<file path="src/logic/tllc_pkg.sv">
package tllc_pkg;

    // Functional modes of the channel
    typedef enum logic [2:0] {
        TLLC_MODE_BASIC,
        TLLC_MODE_DETLAT,
        TLLC_MODE_SDI,
        TLLC_MODE_PIPE,
        TLLC_MODE_XAUI
    } tllc_mode_t;

    // Loopback selection, one path at most
    typedef enum logic [1:0] {
        TLLC_LB_NONE,
        TLLC_LB_REV_PAR,
        TLLC_LB_SERIAL,
        TLLC_LB_REV_SER
    } tllc_lb_t;

    localparam int TLLC_WORD_W = 10;
    localparam int TLLC_SLIP_W = 5;
    localparam logic [4:0] TLLC_SLIP_MAX = 5'h09;

    // Register byte offsets
    localparam logic [7:0] TLLC_REG_CTRL   = 8'h00;
    localparam logic [7:0] TLLC_REG_SLIP   = 8'h04;
    localparam logic [7:0] TLLC_REG_STATUS = 8'h08;
    localparam logic [7:0] TLLC_REG_RECFG  = 8'h0C;

    // Control register fields
    localparam int TLLC_CTRL_MODE_LSB = 0;
    localparam int TLLC_CTRL_BOND_BIT = 4;
    localparam int TLLC_CTRL_TXREG_BIT = 5;
    localparam int TLLC_CTRL_PFD_BIT = 6;
    localparam int TLLC_CTRL_MANUAL_BIT = 7;
    localparam int TLLC_CTRL_REFEQ_BIT = 8;

    localparam logic [31:0] TLLC_CTRL_RESET = 32'h0000_0000;
    localparam logic [1:0] TLLC_RESP_OKAY = 2'h0;
    localparam logic [1:0] TLLC_RESP_SLVERR = 2'h2;

    typedef struct packed {
        logic [9:0] data;
        logic       valid;
    } tllc_word_t;

endpackage

</file>
<file path="src/logic/tllc_fifo.sv">
`timescale 1ns/1ps
`default_nettype none
module tllc_fifo #(
    parameter int WIDTH = 10,
    parameter int DEPTH = 8
) (
    // Clock and reset
    input  wire logic             core_clk_in,
    input  wire logic             resetn_in,
    // Fill side
    input  wire logic [WIDTH-1:0] wr_data_in,
    input  wire logic             wr_valid_in,
    output logic                  wr_ready_out,
    // Drain side
    output logic      [WIDTH-1:0] rd_data_out,
    output logic                  rd_valid_out,
    input  wire logic             rd_ready_in
);
    localparam int AW = $clog2(DEPTH);

    if (DEPTH < 2 || (1 << AW) != DEPTH || WIDTH < 1) begin
        $error("tllc_fifo: DEPTH must be a power of two >= 2");
    end

    typedef struct packed {
        logic [AW:0] wptr;
        logic [AW:0] rptr;
    } tllc_fifo_st_t;

    tllc_fifo_st_t    st;
    tllc_fifo_st_t    next_st;
    logic [WIDTH-1:0] mem [DEPTH];
    logic             full;
    logic             empty;
    logic             push;
    logic             pop;

    assign full  = (st.wptr[AW] != st.rptr[AW]) && (st.wptr[AW-1:0] == st.rptr[AW-1:0]);
    assign empty = st.wptr == st.rptr;
    assign push  = wr_valid_in && !full;
    assign pop   = rd_ready_in && !empty;
    assign wr_ready_out = !full;
    assign rd_valid_out = !empty;
    assign rd_data_out  = mem[st.rptr[AW-1:0]];

    always_comb begin
        next_st = st;
        if (push) begin
            next_st.wptr = st.wptr + 1'b1;
        end
        if (pop) begin
            next_st.rptr = st.rptr + 1'b1;
        end
    end

    always_ff @(posedge core_clk_in) begin
        if (!resetn_in) begin
            st <= '0;
        end else begin
            st <= next_st;
        end
        if (push) begin
            mem[st.wptr[AW-1:0]] <= wr_data_in;
        end
    end
endmodule
`default_nettype wire

</file>
<file path="src/logic/tllc_slip.sv">
`timescale 1ns/1ps
`default_nettype none
module tllc_slip #(
    parameter int WIDTH = 10
) (
    // Clock and reset
    input  wire logic             core_clk_in,
    input  wire logic             resetn_in,
    // Word stream
    input  wire logic [WIDTH-1:0] word_in,
    input  wire logic             step_in,
    input  wire logic [4:0]       slip_in,
    output logic      [WIDTH-1:0] word_out
);
    if (WIDTH < 10 || WIDTH > 16) begin
        $error("tllc_slip: WIDTH must be 10..16");
    end

    typedef struct packed {
        logic [WIDTH-1:0] prev;
        logic [WIDTH-1:0] out;
    } tllc_slip_st_t;

    tllc_slip_st_t        st;
    tllc_slip_st_t        next_st;
    logic [2*WIDTH-1:0]   joined;
    logic [4:0]           amt;

    // Larger slip than the word would wrap, so clamp
    assign amt = (slip_in > tllc_pkg::TLLC_SLIP_MAX) ? tllc_pkg::TLLC_SLIP_MAX : slip_in;
    assign joined = {word_in, st.prev};
    assign word_out = st.out;

    always_comb begin
        next_st = st;
        if (step_in) begin
            next_st.prev = word_in;
            // Delay serial stream by amt bits, LSB first
            next_st.out  = joined[WIDTH - 32'(amt) +: WIDTH];
        end
    end

    always_ff @(posedge core_clk_in) begin
        if (!resetn_in) begin
            st <= '0;
        end else begin
            st <= next_st;
        end
    end
endmodule
`default_nettype wire

</file>
<file path="src/logic/tllc_top.sv">
`timescale 1ns/1ps
`default_nettype none
module tllc_top #(
    parameter int FIFO_DEPTH = 8
) (
    // Clock and reset
    input  wire logic        core_clk_in,
    input  wire logic        resetn_in,
    // AXI4-Lite write
    input  wire logic [7:0]  s_axi_awaddr,
    input  wire logic        s_axi_awvalid,
    output logic             s_axi_awready,
    input  wire logic [31:0] s_axi_wdata,
    input  wire logic [3:0]  s_axi_wstrb,
    input  wire logic        s_axi_wvalid,
    output logic             s_axi_wready,
    output logic [1:0]       s_axi_bresp,
    output logic             s_axi_bvalid,
    input  wire logic        s_axi_bready,
    // AXI4-Lite read
    input  wire logic [7:0]  s_axi_araddr,
    input  wire logic        s_axi_arvalid,
    output logic             s_axi_arready,
    output logic [31:0]      s_axi_rdata,
    output logic [1:0]       s_axi_rresp,
    output logic             s_axi_rvalid,
    input  wire logic        s_axi_rready,
    // Fabric transmit stream
    input  wire logic [9:0]  tx_data_in,
    input  wire logic        tx_valid_in,
    output logic             tx_ready_out,
    // Fabric receive stream
    output logic [9:0]       rx_data_out,
    output logic             rx_valid_out,
    // PIPE loopback request and power state
    input  wire logic        tx_detect_loop_in,
    input  wire logic [1:0]  power_state_in,
    // Line side
    input  wire logic [9:0]  line_rx_word_in,
    input  wire logic        line_rx_valid_in,
    input  wire logic [4:0]  align_slip_in,
    input  wire logic        align_sync_in,
    output logic [9:0]       line_tx_word_out,
    output logic             line_tx_valid_out,
    output logic             rx_buf_en_out,
    // Status
    output logic [4:0]       rx_slip_count_out,
    output logic             pfd_feedback_out,
    output logic             bonded_out
);
    initial begin
        if (FIFO_DEPTH < 2) begin
            $error("tllc_top: FIFO_DEPTH too small");
        end
    end

    typedef struct packed {
        logic        aw_ok;
        logic        w_ok;
        logic [7:0]  awaddr;
        logic [31:0] wdata;
        logic [3:0]  wstrb;
        logic        bvalid;
        logic [1:0]  bresp;
        logic        rvalid;
        logic [31:0] rdata;
        logic [1:0]  rresp;
        logic [31:0] ctrl;
        logic [4:0]  tx_slip;
        tllc_pkg::tllc_lb_t lb_cfg;
        tllc_pkg::tllc_lb_t lb_act;
        logic [4:0]  slip_count;
        logic        pfd;
        logic        bonded;
        logic        tx_pipe_en;
        logic        slip_valid;
        tllc_pkg::tllc_word_t tx_reg;
        tllc_pkg::tllc_word_t rx_reg;
        tllc_pkg::tllc_word_t line_tx;
        logic        rx_buf_en;
    } tllc_st_t;

    tllc_st_t              st;
    tllc_st_t              next_st;
    tllc_pkg::tllc_mode_t  mode;
    logic [9:0]            fifo_data;
    logic                  fifo_valid;
    logic                  fifo_pop;
    logic [9:0]            slip_word;
    tllc_pkg::tllc_word_t  tx_src;
    tllc_pkg::tllc_word_t  rx_src;
    logic                  wr_fire;

    assign mode = tllc_pkg::tllc_mode_t'(st.ctrl[tllc_pkg::TLLC_CTRL_MODE_LSB +: 3]);

    // Transmit side drains one word per cycle whenever the FIFO holds one; the line never holds it off
    assign fifo_pop = 1'b1;

    tllc_fifo #(
        .WIDTH (tllc_pkg::TLLC_WORD_W),
        .DEPTH (FIFO_DEPTH)
    ) u_fifo (
        .core_clk_in  (core_clk_in),
        .resetn_in    (resetn_in),
        .wr_data_in   (tx_data_in),
        .wr_valid_in  (tx_valid_in),
        .wr_ready_out (tx_ready_out),
        .rd_data_out  (fifo_data),
        .rd_valid_out (fifo_valid),
        .rd_ready_in  (fifo_pop)
    );

    tllc_slip #(
        .WIDTH (tllc_pkg::TLLC_WORD_W)
    ) u_slip (
        .core_clk_in (core_clk_in),
        .resetn_in   (resetn_in),
        .word_in     (fifo_data),
        .step_in     (fifo_valid),
        .slip_in     (st.tx_slip),
        .word_out    (slip_word)
    );

    assign wr_fire = st.aw_ok && st.w_ok && !st.bvalid;

    always_comb begin
        next_st = st;

        // AXI4-Lite write: address and data latched independently
        if (s_axi_awvalid && !st.aw_ok) begin
            next_st.aw_ok  = 1'b1;
            next_st.awaddr = s_axi_awaddr;
        end
        if (s_axi_wvalid && !st.w_ok) begin
            next_st.w_ok  = 1'b1;
            next_st.wdata = s_axi_wdata;
            next_st.wstrb = s_axi_wstrb;
        end
        if (wr_fire) begin
            next_st.aw_ok  = 1'b0;
            next_st.w_ok   = 1'b0;
            next_st.bvalid = 1'b1;
            next_st.bresp  = tllc_pkg::TLLC_RESP_OKAY;
            unique case (st.awaddr)
                tllc_pkg::TLLC_REG_CTRL: begin
                    if (st.wstrb[0]) begin
                        next_st.ctrl[7:0] = st.wdata[7:0];
                    end
                    if (st.wstrb[1]) begin
                        next_st.ctrl[15:8] = st.wdata[15:8];
                    end
                end
                tllc_pkg::TLLC_REG_SLIP: begin
                    if (st.wstrb[0]) begin
                        next_st.tx_slip = st.wdata[4:0];
                    end
                end
                tllc_pkg::TLLC_REG_RECFG: begin
                    // Requested loopback only changes through this reconfiguration word
                    if (st.wstrb[0]) begin
                        next_st.lb_cfg = tllc_pkg::tllc_lb_t'(st.wdata[1:0]);
                    end
                end
                default: next_st.bresp = tllc_pkg::TLLC_RESP_SLVERR;
            endcase
        end

        if (st.bvalid && s_axi_bready) begin
            next_st.bvalid = 1'b0;
        end

        // AXI4-Lite read
        if (s_axi_arvalid && !st.rvalid) begin
            next_st.rvalid = 1'b1;
            next_st.rresp  = tllc_pkg::TLLC_RESP_OKAY;
            unique case (s_axi_araddr)
                tllc_pkg::TLLC_REG_CTRL:   next_st.rdata = {16'h0000, st.ctrl[15:0]};
                tllc_pkg::TLLC_REG_SLIP:   next_st.rdata = {27'h0000000, st.tx_slip};
                tllc_pkg::TLLC_REG_STATUS: next_st.rdata = {23'h000000, st.lb_act,
                                               st.bonded, st.pfd, st.slip_count};
                tllc_pkg::TLLC_REG_RECFG:  next_st.rdata = {30'h00000000, st.lb_cfg};
                default: begin
                    next_st.rdata = 32'h0000_0000;
                    next_st.rresp = tllc_pkg::TLLC_RESP_SLVERR;
                end
            endcase
        end else if (st.rvalid && s_axi_rready) begin
            next_st.rvalid = 1'b0;
        end

        // Bonding allowed in every mode except video; video mode forced single
        next_st.bonded = st.ctrl[tllc_pkg::TLLC_CTRL_BOND_BIT] && mode != tllc_pkg::TLLC_MODE_SDI;
        // Feedback only with equal reference and low-speed clocks
        next_st.pfd = mode == tllc_pkg::TLLC_MODE_DETLAT && st.ctrl[tllc_pkg::TLLC_CTRL_PFD_BIT]
                      && st.ctrl[tllc_pkg::TLLC_CTRL_REFEQ_BIT];
        next_st.tx_pipe_en = mode == tllc_pkg::TLLC_MODE_DETLAT
                             && st.ctrl[tllc_pkg::TLLC_CTRL_TXREG_BIT];

        // Capture aligner slip on sync in manual alignment
        if (st.ctrl[tllc_pkg::TLLC_CTRL_MANUAL_BIT] && align_sync_in) begin
            next_st.slip_count = align_slip_in;
        end

        // Pick one legal loopback per mode, else normal path
        next_st.lb_act = tllc_pkg::TLLC_LB_NONE;
        unique case (st.lb_cfg)
            tllc_pkg::TLLC_LB_NONE: next_st.lb_act = tllc_pkg::TLLC_LB_NONE;
            tllc_pkg::TLLC_LB_REV_PAR: begin
                // PIPE only, fabric request in power state P0
                if (mode == tllc_pkg::TLLC_MODE_PIPE && tx_detect_loop_in
                    && power_state_in == 2'h0) begin
                    next_st.lb_act = tllc_pkg::TLLC_LB_REV_PAR;
                end
            end
            tllc_pkg::TLLC_LB_SERIAL: begin
                if (mode != tllc_pkg::TLLC_MODE_PIPE) begin
                    next_st.lb_act = tllc_pkg::TLLC_LB_SERIAL;
                end
            end
            tllc_pkg::TLLC_LB_REV_SER: begin
                if (mode != tllc_pkg::TLLC_MODE_XAUI) begin
                    next_st.lb_act = tllc_pkg::TLLC_LB_REV_SER;
                end
            end
        endcase

        // Transmit path: one register stage when registered, else direct
        // Flag rides with the slip register so word and valid stay paired
        next_st.slip_valid = fifo_valid;
        tx_src.data  = slip_word;
        tx_src.valid = st.slip_valid;
        next_st.tx_reg = tx_src;
        if (st.tx_pipe_en) begin
            tx_src = st.tx_reg;
        end

        // Receive source: line, or own transmit in serial loopback
        rx_src.data  = line_rx_word_in;
        rx_src.valid = line_rx_valid_in;
        if (st.lb_act == tllc_pkg::TLLC_LB_SERIAL) begin
            rx_src = tx_src;
        end
        next_st.rx_buf_en = st.lb_act != tllc_pkg::TLLC_LB_SERIAL;
        // Receive FIFO always one register stage
        next_st.rx_reg = rx_src;

        // Line output; serial loopback keeps driving the pins
        next_st.line_tx = tx_src;
        if (st.lb_act == tllc_pkg::TLLC_LB_REV_PAR || st.lb_act == tllc_pkg::TLLC_LB_REV_SER) begin
            next_st.line_tx.data  = line_rx_word_in;
            next_st.line_tx.valid = line_rx_valid_in;
        end
    end

    always_ff @(posedge core_clk_in) begin
        if (!resetn_in) begin
            st        <= '0;
            st.ctrl   <= tllc_pkg::TLLC_CTRL_RESET;
            st.rx_buf_en <= 1'b1;
        end else begin
            st <= next_st;
        end
    end

    assign s_axi_awready = !st.aw_ok;
    assign s_axi_wready  = !st.w_ok;
    assign s_axi_bvalid  = st.bvalid;
    assign s_axi_bresp   = st.bresp;
    assign s_axi_arready = !st.rvalid;
    assign s_axi_rvalid  = st.rvalid;
    assign s_axi_rdata   = st.rdata;
    assign s_axi_rresp   = st.rresp;
    assign rx_data_out       = st.rx_reg.data;
    assign rx_valid_out      = st.rx_reg.valid;
    assign line_tx_word_out  = st.line_tx.data;
    assign line_tx_valid_out = st.line_tx.valid;
    assign rx_buf_en_out     = st.rx_buf_en;
    assign rx_slip_count_out = st.slip_count;
    assign pfd_feedback_out  = st.pfd;
    assign bonded_out        = st.bonded;
endmodule
`default_nettype wire

</file>
<file path="config.mk">
export PLATFORM = sky130hd
export DESIGN_NAME = tllc_top
export DESIGN_NICKNAME = d
export VERILOG_FILES = /design/src/logic/tllc_pkg.sv /design/src/logic/tllc_fifo.sv /design/src/logic/tllc_slip.sv /design/src/logic/tllc_top.sv
export SDC_FILE = /design/constraint.sdc
export NUM_CORES = 1
export LEC_CHECK = 0
export BUFFER_PORTS_ARGS = -buffer_cell sky130_fd_sc_hd__buf_2
export CORE_ASPECT_RATIO = 0.75
export CORE_UTILIZATION = 40
export DETAILED_ROUTE_END_ITERATION = 8
export PLACE_DENSITY = 0.64
export SYNTH_ARGS = -nofsm -noshare
export SYNTH_HDL_FRONTEND = slang
export SYNTH_HIERARCHICAL = 1
export SYNTH_SLANG_ARGS = --single-unit
</file>
<file path="constraint.sdc">
create_clock -name core_clk_in -period 5.5 [get_ports core_clk_in]
set_input_delay 1.1 -clock core_clk_in [delete_from_list [all_inputs] [get_ports core_clk_in]]
set_output_delay 1.1 -clock core_clk_in [all_outputs]
set_load 0.05 [all_outputs]
</file>
==> flow_metrics.py <==
metrics = {
    "hold_path": {
        "holdPathStages": 2,
        "hp-class": "flip-flop to flip-flop",
        "hold_end": "s_axi_rdata[9]",
        "worstHoldStart": "s_axi_rdata[9]",
    },
    "timing": {
        "post-route-min-period_ps": 3650,
        "timing.hold.ws_ps": 447,
        "final_max_slew_viol_count": 0,
        "setup_violations": 0,
        "fin_setup_tns_ps": 0,
        "rsz0062_at_grt": "false",
        "clock.fmax_mhz": 274,
        "hold_viol": 0,
        "worst_slew_pin_slew_ps": 1130,
        "relSlewSlack_pct": 24.6,
        "fin_crit_sh_pct": 66.4,
        "finClkSkew_ps": 5.84,
    },
    "logic_synthesis": {
        "syn_area_sq_um": 10200,
        "synth_cell_types": 65,
        "postSynthAreaPerCell_sq_um": 11.1,
        "synthCells": 918,
        "async_flop_share_pct": 0,
        "yosys_warnings": 6,
        "ys_seq_elements": 227,
        "ys_seq_area_share_pct": 52.2,
        "synth_top_flop_cell": "dfxtp_1",
        "synth-edff-count": 80,
    },
    "clocking": {
        "cts.sinks": 227,
        "clockRootBuffer": "clkbuf_16",
        "numCtsBuffers": 23,
        "cts_tree": "built",
        "clk_path_buf_depth": 3,
        "htree_levels": 1,
        "cts_resized": 0,
        "insertion_delay_ps": 510,
        "cts.clk_slew.worst_paths_ps": 60,
        "cts_hold_buf": 0,
        "cts_setup_buffers": 0,
    },
    "global_routing": {
        "grt_first_pass_wirelength_microns": 34400,
        "grt_pass1_vias": 6450,
        "grt_use_met1_pct": 23.2,
        "grt_busiest_layer": "met2",
        "gr-usage-met3_pct": 2.76,
        "use_met2_pct": 25.4,
        "overflow": 0,
        "antenna_found_initial": 0,
        "grt_usage_pct": 16.1,
        "grt_max_degree": 78,
    },
    "power_and_ir_drop": {
        "intPower_uw": 2880,
        "power_frac_comb_pct": 15.7,
        "clockPowerShare_pct": 36.2,
        "p_switching_uw": 1080,
        "ir_worst_vdd_mv": 0.182,
        "switching_share_pct": 27.2,
        "p_leak_uw": 0.00424,
        "seqPwrFrac_pct": 48.2,
        "totalPowerFinal_uw": 3950,
        "p_per_area_nw_per_um2": 346,
    },
    "layout": {
        "flow.area_growth_from_synthesis_pct": 11.6,
        "diodes": 0,
        "regArea_sq_um": 5350,
        "multi_input_comb_area_sq_um": 4240,
        "nNetsFinal": 1071,
        "nFillCells": 2342,
        "layout-drive-gt1-share_pct": 23.1,
    },
    "floorplanning": {
        "initial_core_util_pct": 40.9,
        "fp.coreArea_sq_um": 25000,
        "die_h_microns": 141,
        "die_area_sq_um": 26200,
        "die_x_microns": 187,
        "rows": 50,
        "num_io_pins": 162,
    },
    "drt": {
        "dr.pass1.iters": 5,
        "wl_per_cell_microns": 16.0,
        "detail_route.iter0.violations": 386,
        "avgViaCountPerCell": 5.07,
        "vias": 6742,
        "routed_wirelength_microns": 21300,
        "ant_nets": 0,
        "drc": 0,
    },
    "critical_path": {
        "rrSetupSlack_ps": 2010,
        "crit_required_ps": 4400,
        "r2r-end": "u_slip/word_out[0]",
        "critPathLaunchType": "flip-flop",
        "critPathMaxFanout": 12,
        "crit_type": "flip-flop to primary output",
        "end_kind": "primary output",
        "r2r-start": "st[51]",
        "ff2ff_path_depth": 9,
        "arrival_ps": 2550,
    },
    "status": {
        "status": "finished clean",
    },
    "placed_design": {
        "place_hpwl_microns": 14500,
        "gp_congestion": 0.868,
        "portBuffers": 125,
    },
    "job": {
        "maxCapViolCount": 0,
    },
}
-- logic make-up (layout without fill, tap and decap cells) --
group	count (synthesis)	in the layout	synth area share [%]
XOR/XNOR	10	10	1.19
adder cells (fa/ha/maj)	3	3	0.367
AND/OR/NAND/NOR	297	297	14.4
flip-flops	227	227	52.2
AO/OA/AOI/OAI	118	118	7.98
other	2	21	0.0734
buffers and inverters	128	184	7.45
multiplexers	133	133	16.3
-- how the worst max path moves through the flow --
stage,slack (ps),endpoint,from,cells after the start
after floorplan,2730,u_fifo/mem[4][0],tx_valid_in,3
after global placement,2040,u_slip/word_out[0],st[51],9
after detailed placement,2040,u_slip/word_out[0],st[51],9
after CTS,1810,tx_ready_out,u_fifo/st[6],4
after global routing,1660,tx_ready_out,u_fifo/st[6],4
final,1850,tx_ready_out,u_fifo/st[6],4
-- flip-flops by register name (all words and copies together) (netlist names), named ones only --
name / flops
bonded_out: 1
line_tx_valid_out: 1
line_tx_word_out: 10
mode: 3
next_st: 1
pfd_feedback_out: 1
rx_buf_en_out: 1
rx_data_out: 10
rx_slip_count_out: 5
rx_valid_out: 1
s_axi_bresp: 1
s_axi_bvalid: 1
s_axi_rdata: 16
s_axi_rresp: 1
s_axi_rvalid: 1
st: 62
u_fifo/mem: 80
u_fifo/st: 8
u_slip/joined: 10
u_slip/word_out: 10
-- power groups by stage --
stage / clock, uW / sequential, uW / combinational (uW)
finish: 1430 / 1910 / 620
global route: 1530 / 1920 / 678
CTS: 1460 / 1910 / 623
detailed placement: 0 / 1940 / 621
global placement: 0 / 1940 / 615
floorplan: 0 / 1920 / 515
-- layer usage --
layer	wire, microns	part of all wire, %	vias up
met5	0	0	-
met4	364	1.7	0
met3	979	4.6	27
met2	9550	45	163
met1	10400	49	3214
li1	-	-	3338
-- cell usage after synthesis, types with 9 or more instances --
master    instances  area, sq um
nor2b_1          16          100
and2_1           14         87.6
edfxtp_1         80         2400
dfxtp_1         147         2940
mux2i_1          90          901
nand2_1         137          514
nand4_1          13         81.3
o21ai_0           9         45.0
nand3_1          14         70.1
buf_2             9         45.0
o21a_1           11         82.6
nand2b_1         11         68.8
clkbuf_1         35          131
mux2_2           18          203
a21oi_1          43          215
buf_4            62          465
mux4_2           25          563
a211oi_1         14          105
nor2_1           46          173
-- stage by stage --
step / std cells / instance area (sq um) / utilization, % / setup WS (ps)
after detailed placement: 1291 / 10700 / 42.9 / 2040
after global routing: 1331 / 11400 / 45.6 / 1660
after floorplan: 937 / 10300 / - / 2730
final: 1331 / 11400 / 45.6 / 1850
after global placement: 1291 / 10700 / 42.9 / 2040
after CTS: 1331 / 11400 / 45.6 / 1810
-- critical path, stage by stage (launching register included) --
cell     delay, ps
dfxtp_1        700
xor2_2         230
nor4_4         730
inv_1          130
buf_2          250
-- cell type report --
cell class | instances | area share, %
clock inverters | 9 | 0.417
repair buffers | 134 | 6.07
well taps | 338 | 3.70
inverters | 10 | 0.329
flip-flops and latches | 227 | 46.8
clock buffers | 31 | 5.48
multi-input cells | 582 | 37.2
-- cells in the final DEF (no fill, tap or decap), types with 4 or more instances in the layout --
master and count:
nor2b_1 16, and2_1 14, a211oi_1 14, a32o_1 7
a21oi_1 43, conb_1 21, nand2_1 137, o21ai_0 9
clkbuf_1 6, nor4_4 4, nor2_1 46, nor3_1 5
xnor2_1 5, buf_2 125, a211o_1 4, and3_1 5
inv_1 8, mux4_2 25, dfxtp_1 147, buf_4 9
mux2i_1 90, o21a_1 11, nor3b_1 8, nand2b_1 11
clkinv_1 4, mux2_2 18, nand4_1 13, clkbuf_16 23
nand3_1 14, edfxtp_1 80
(Power assumes the default switching activity.)
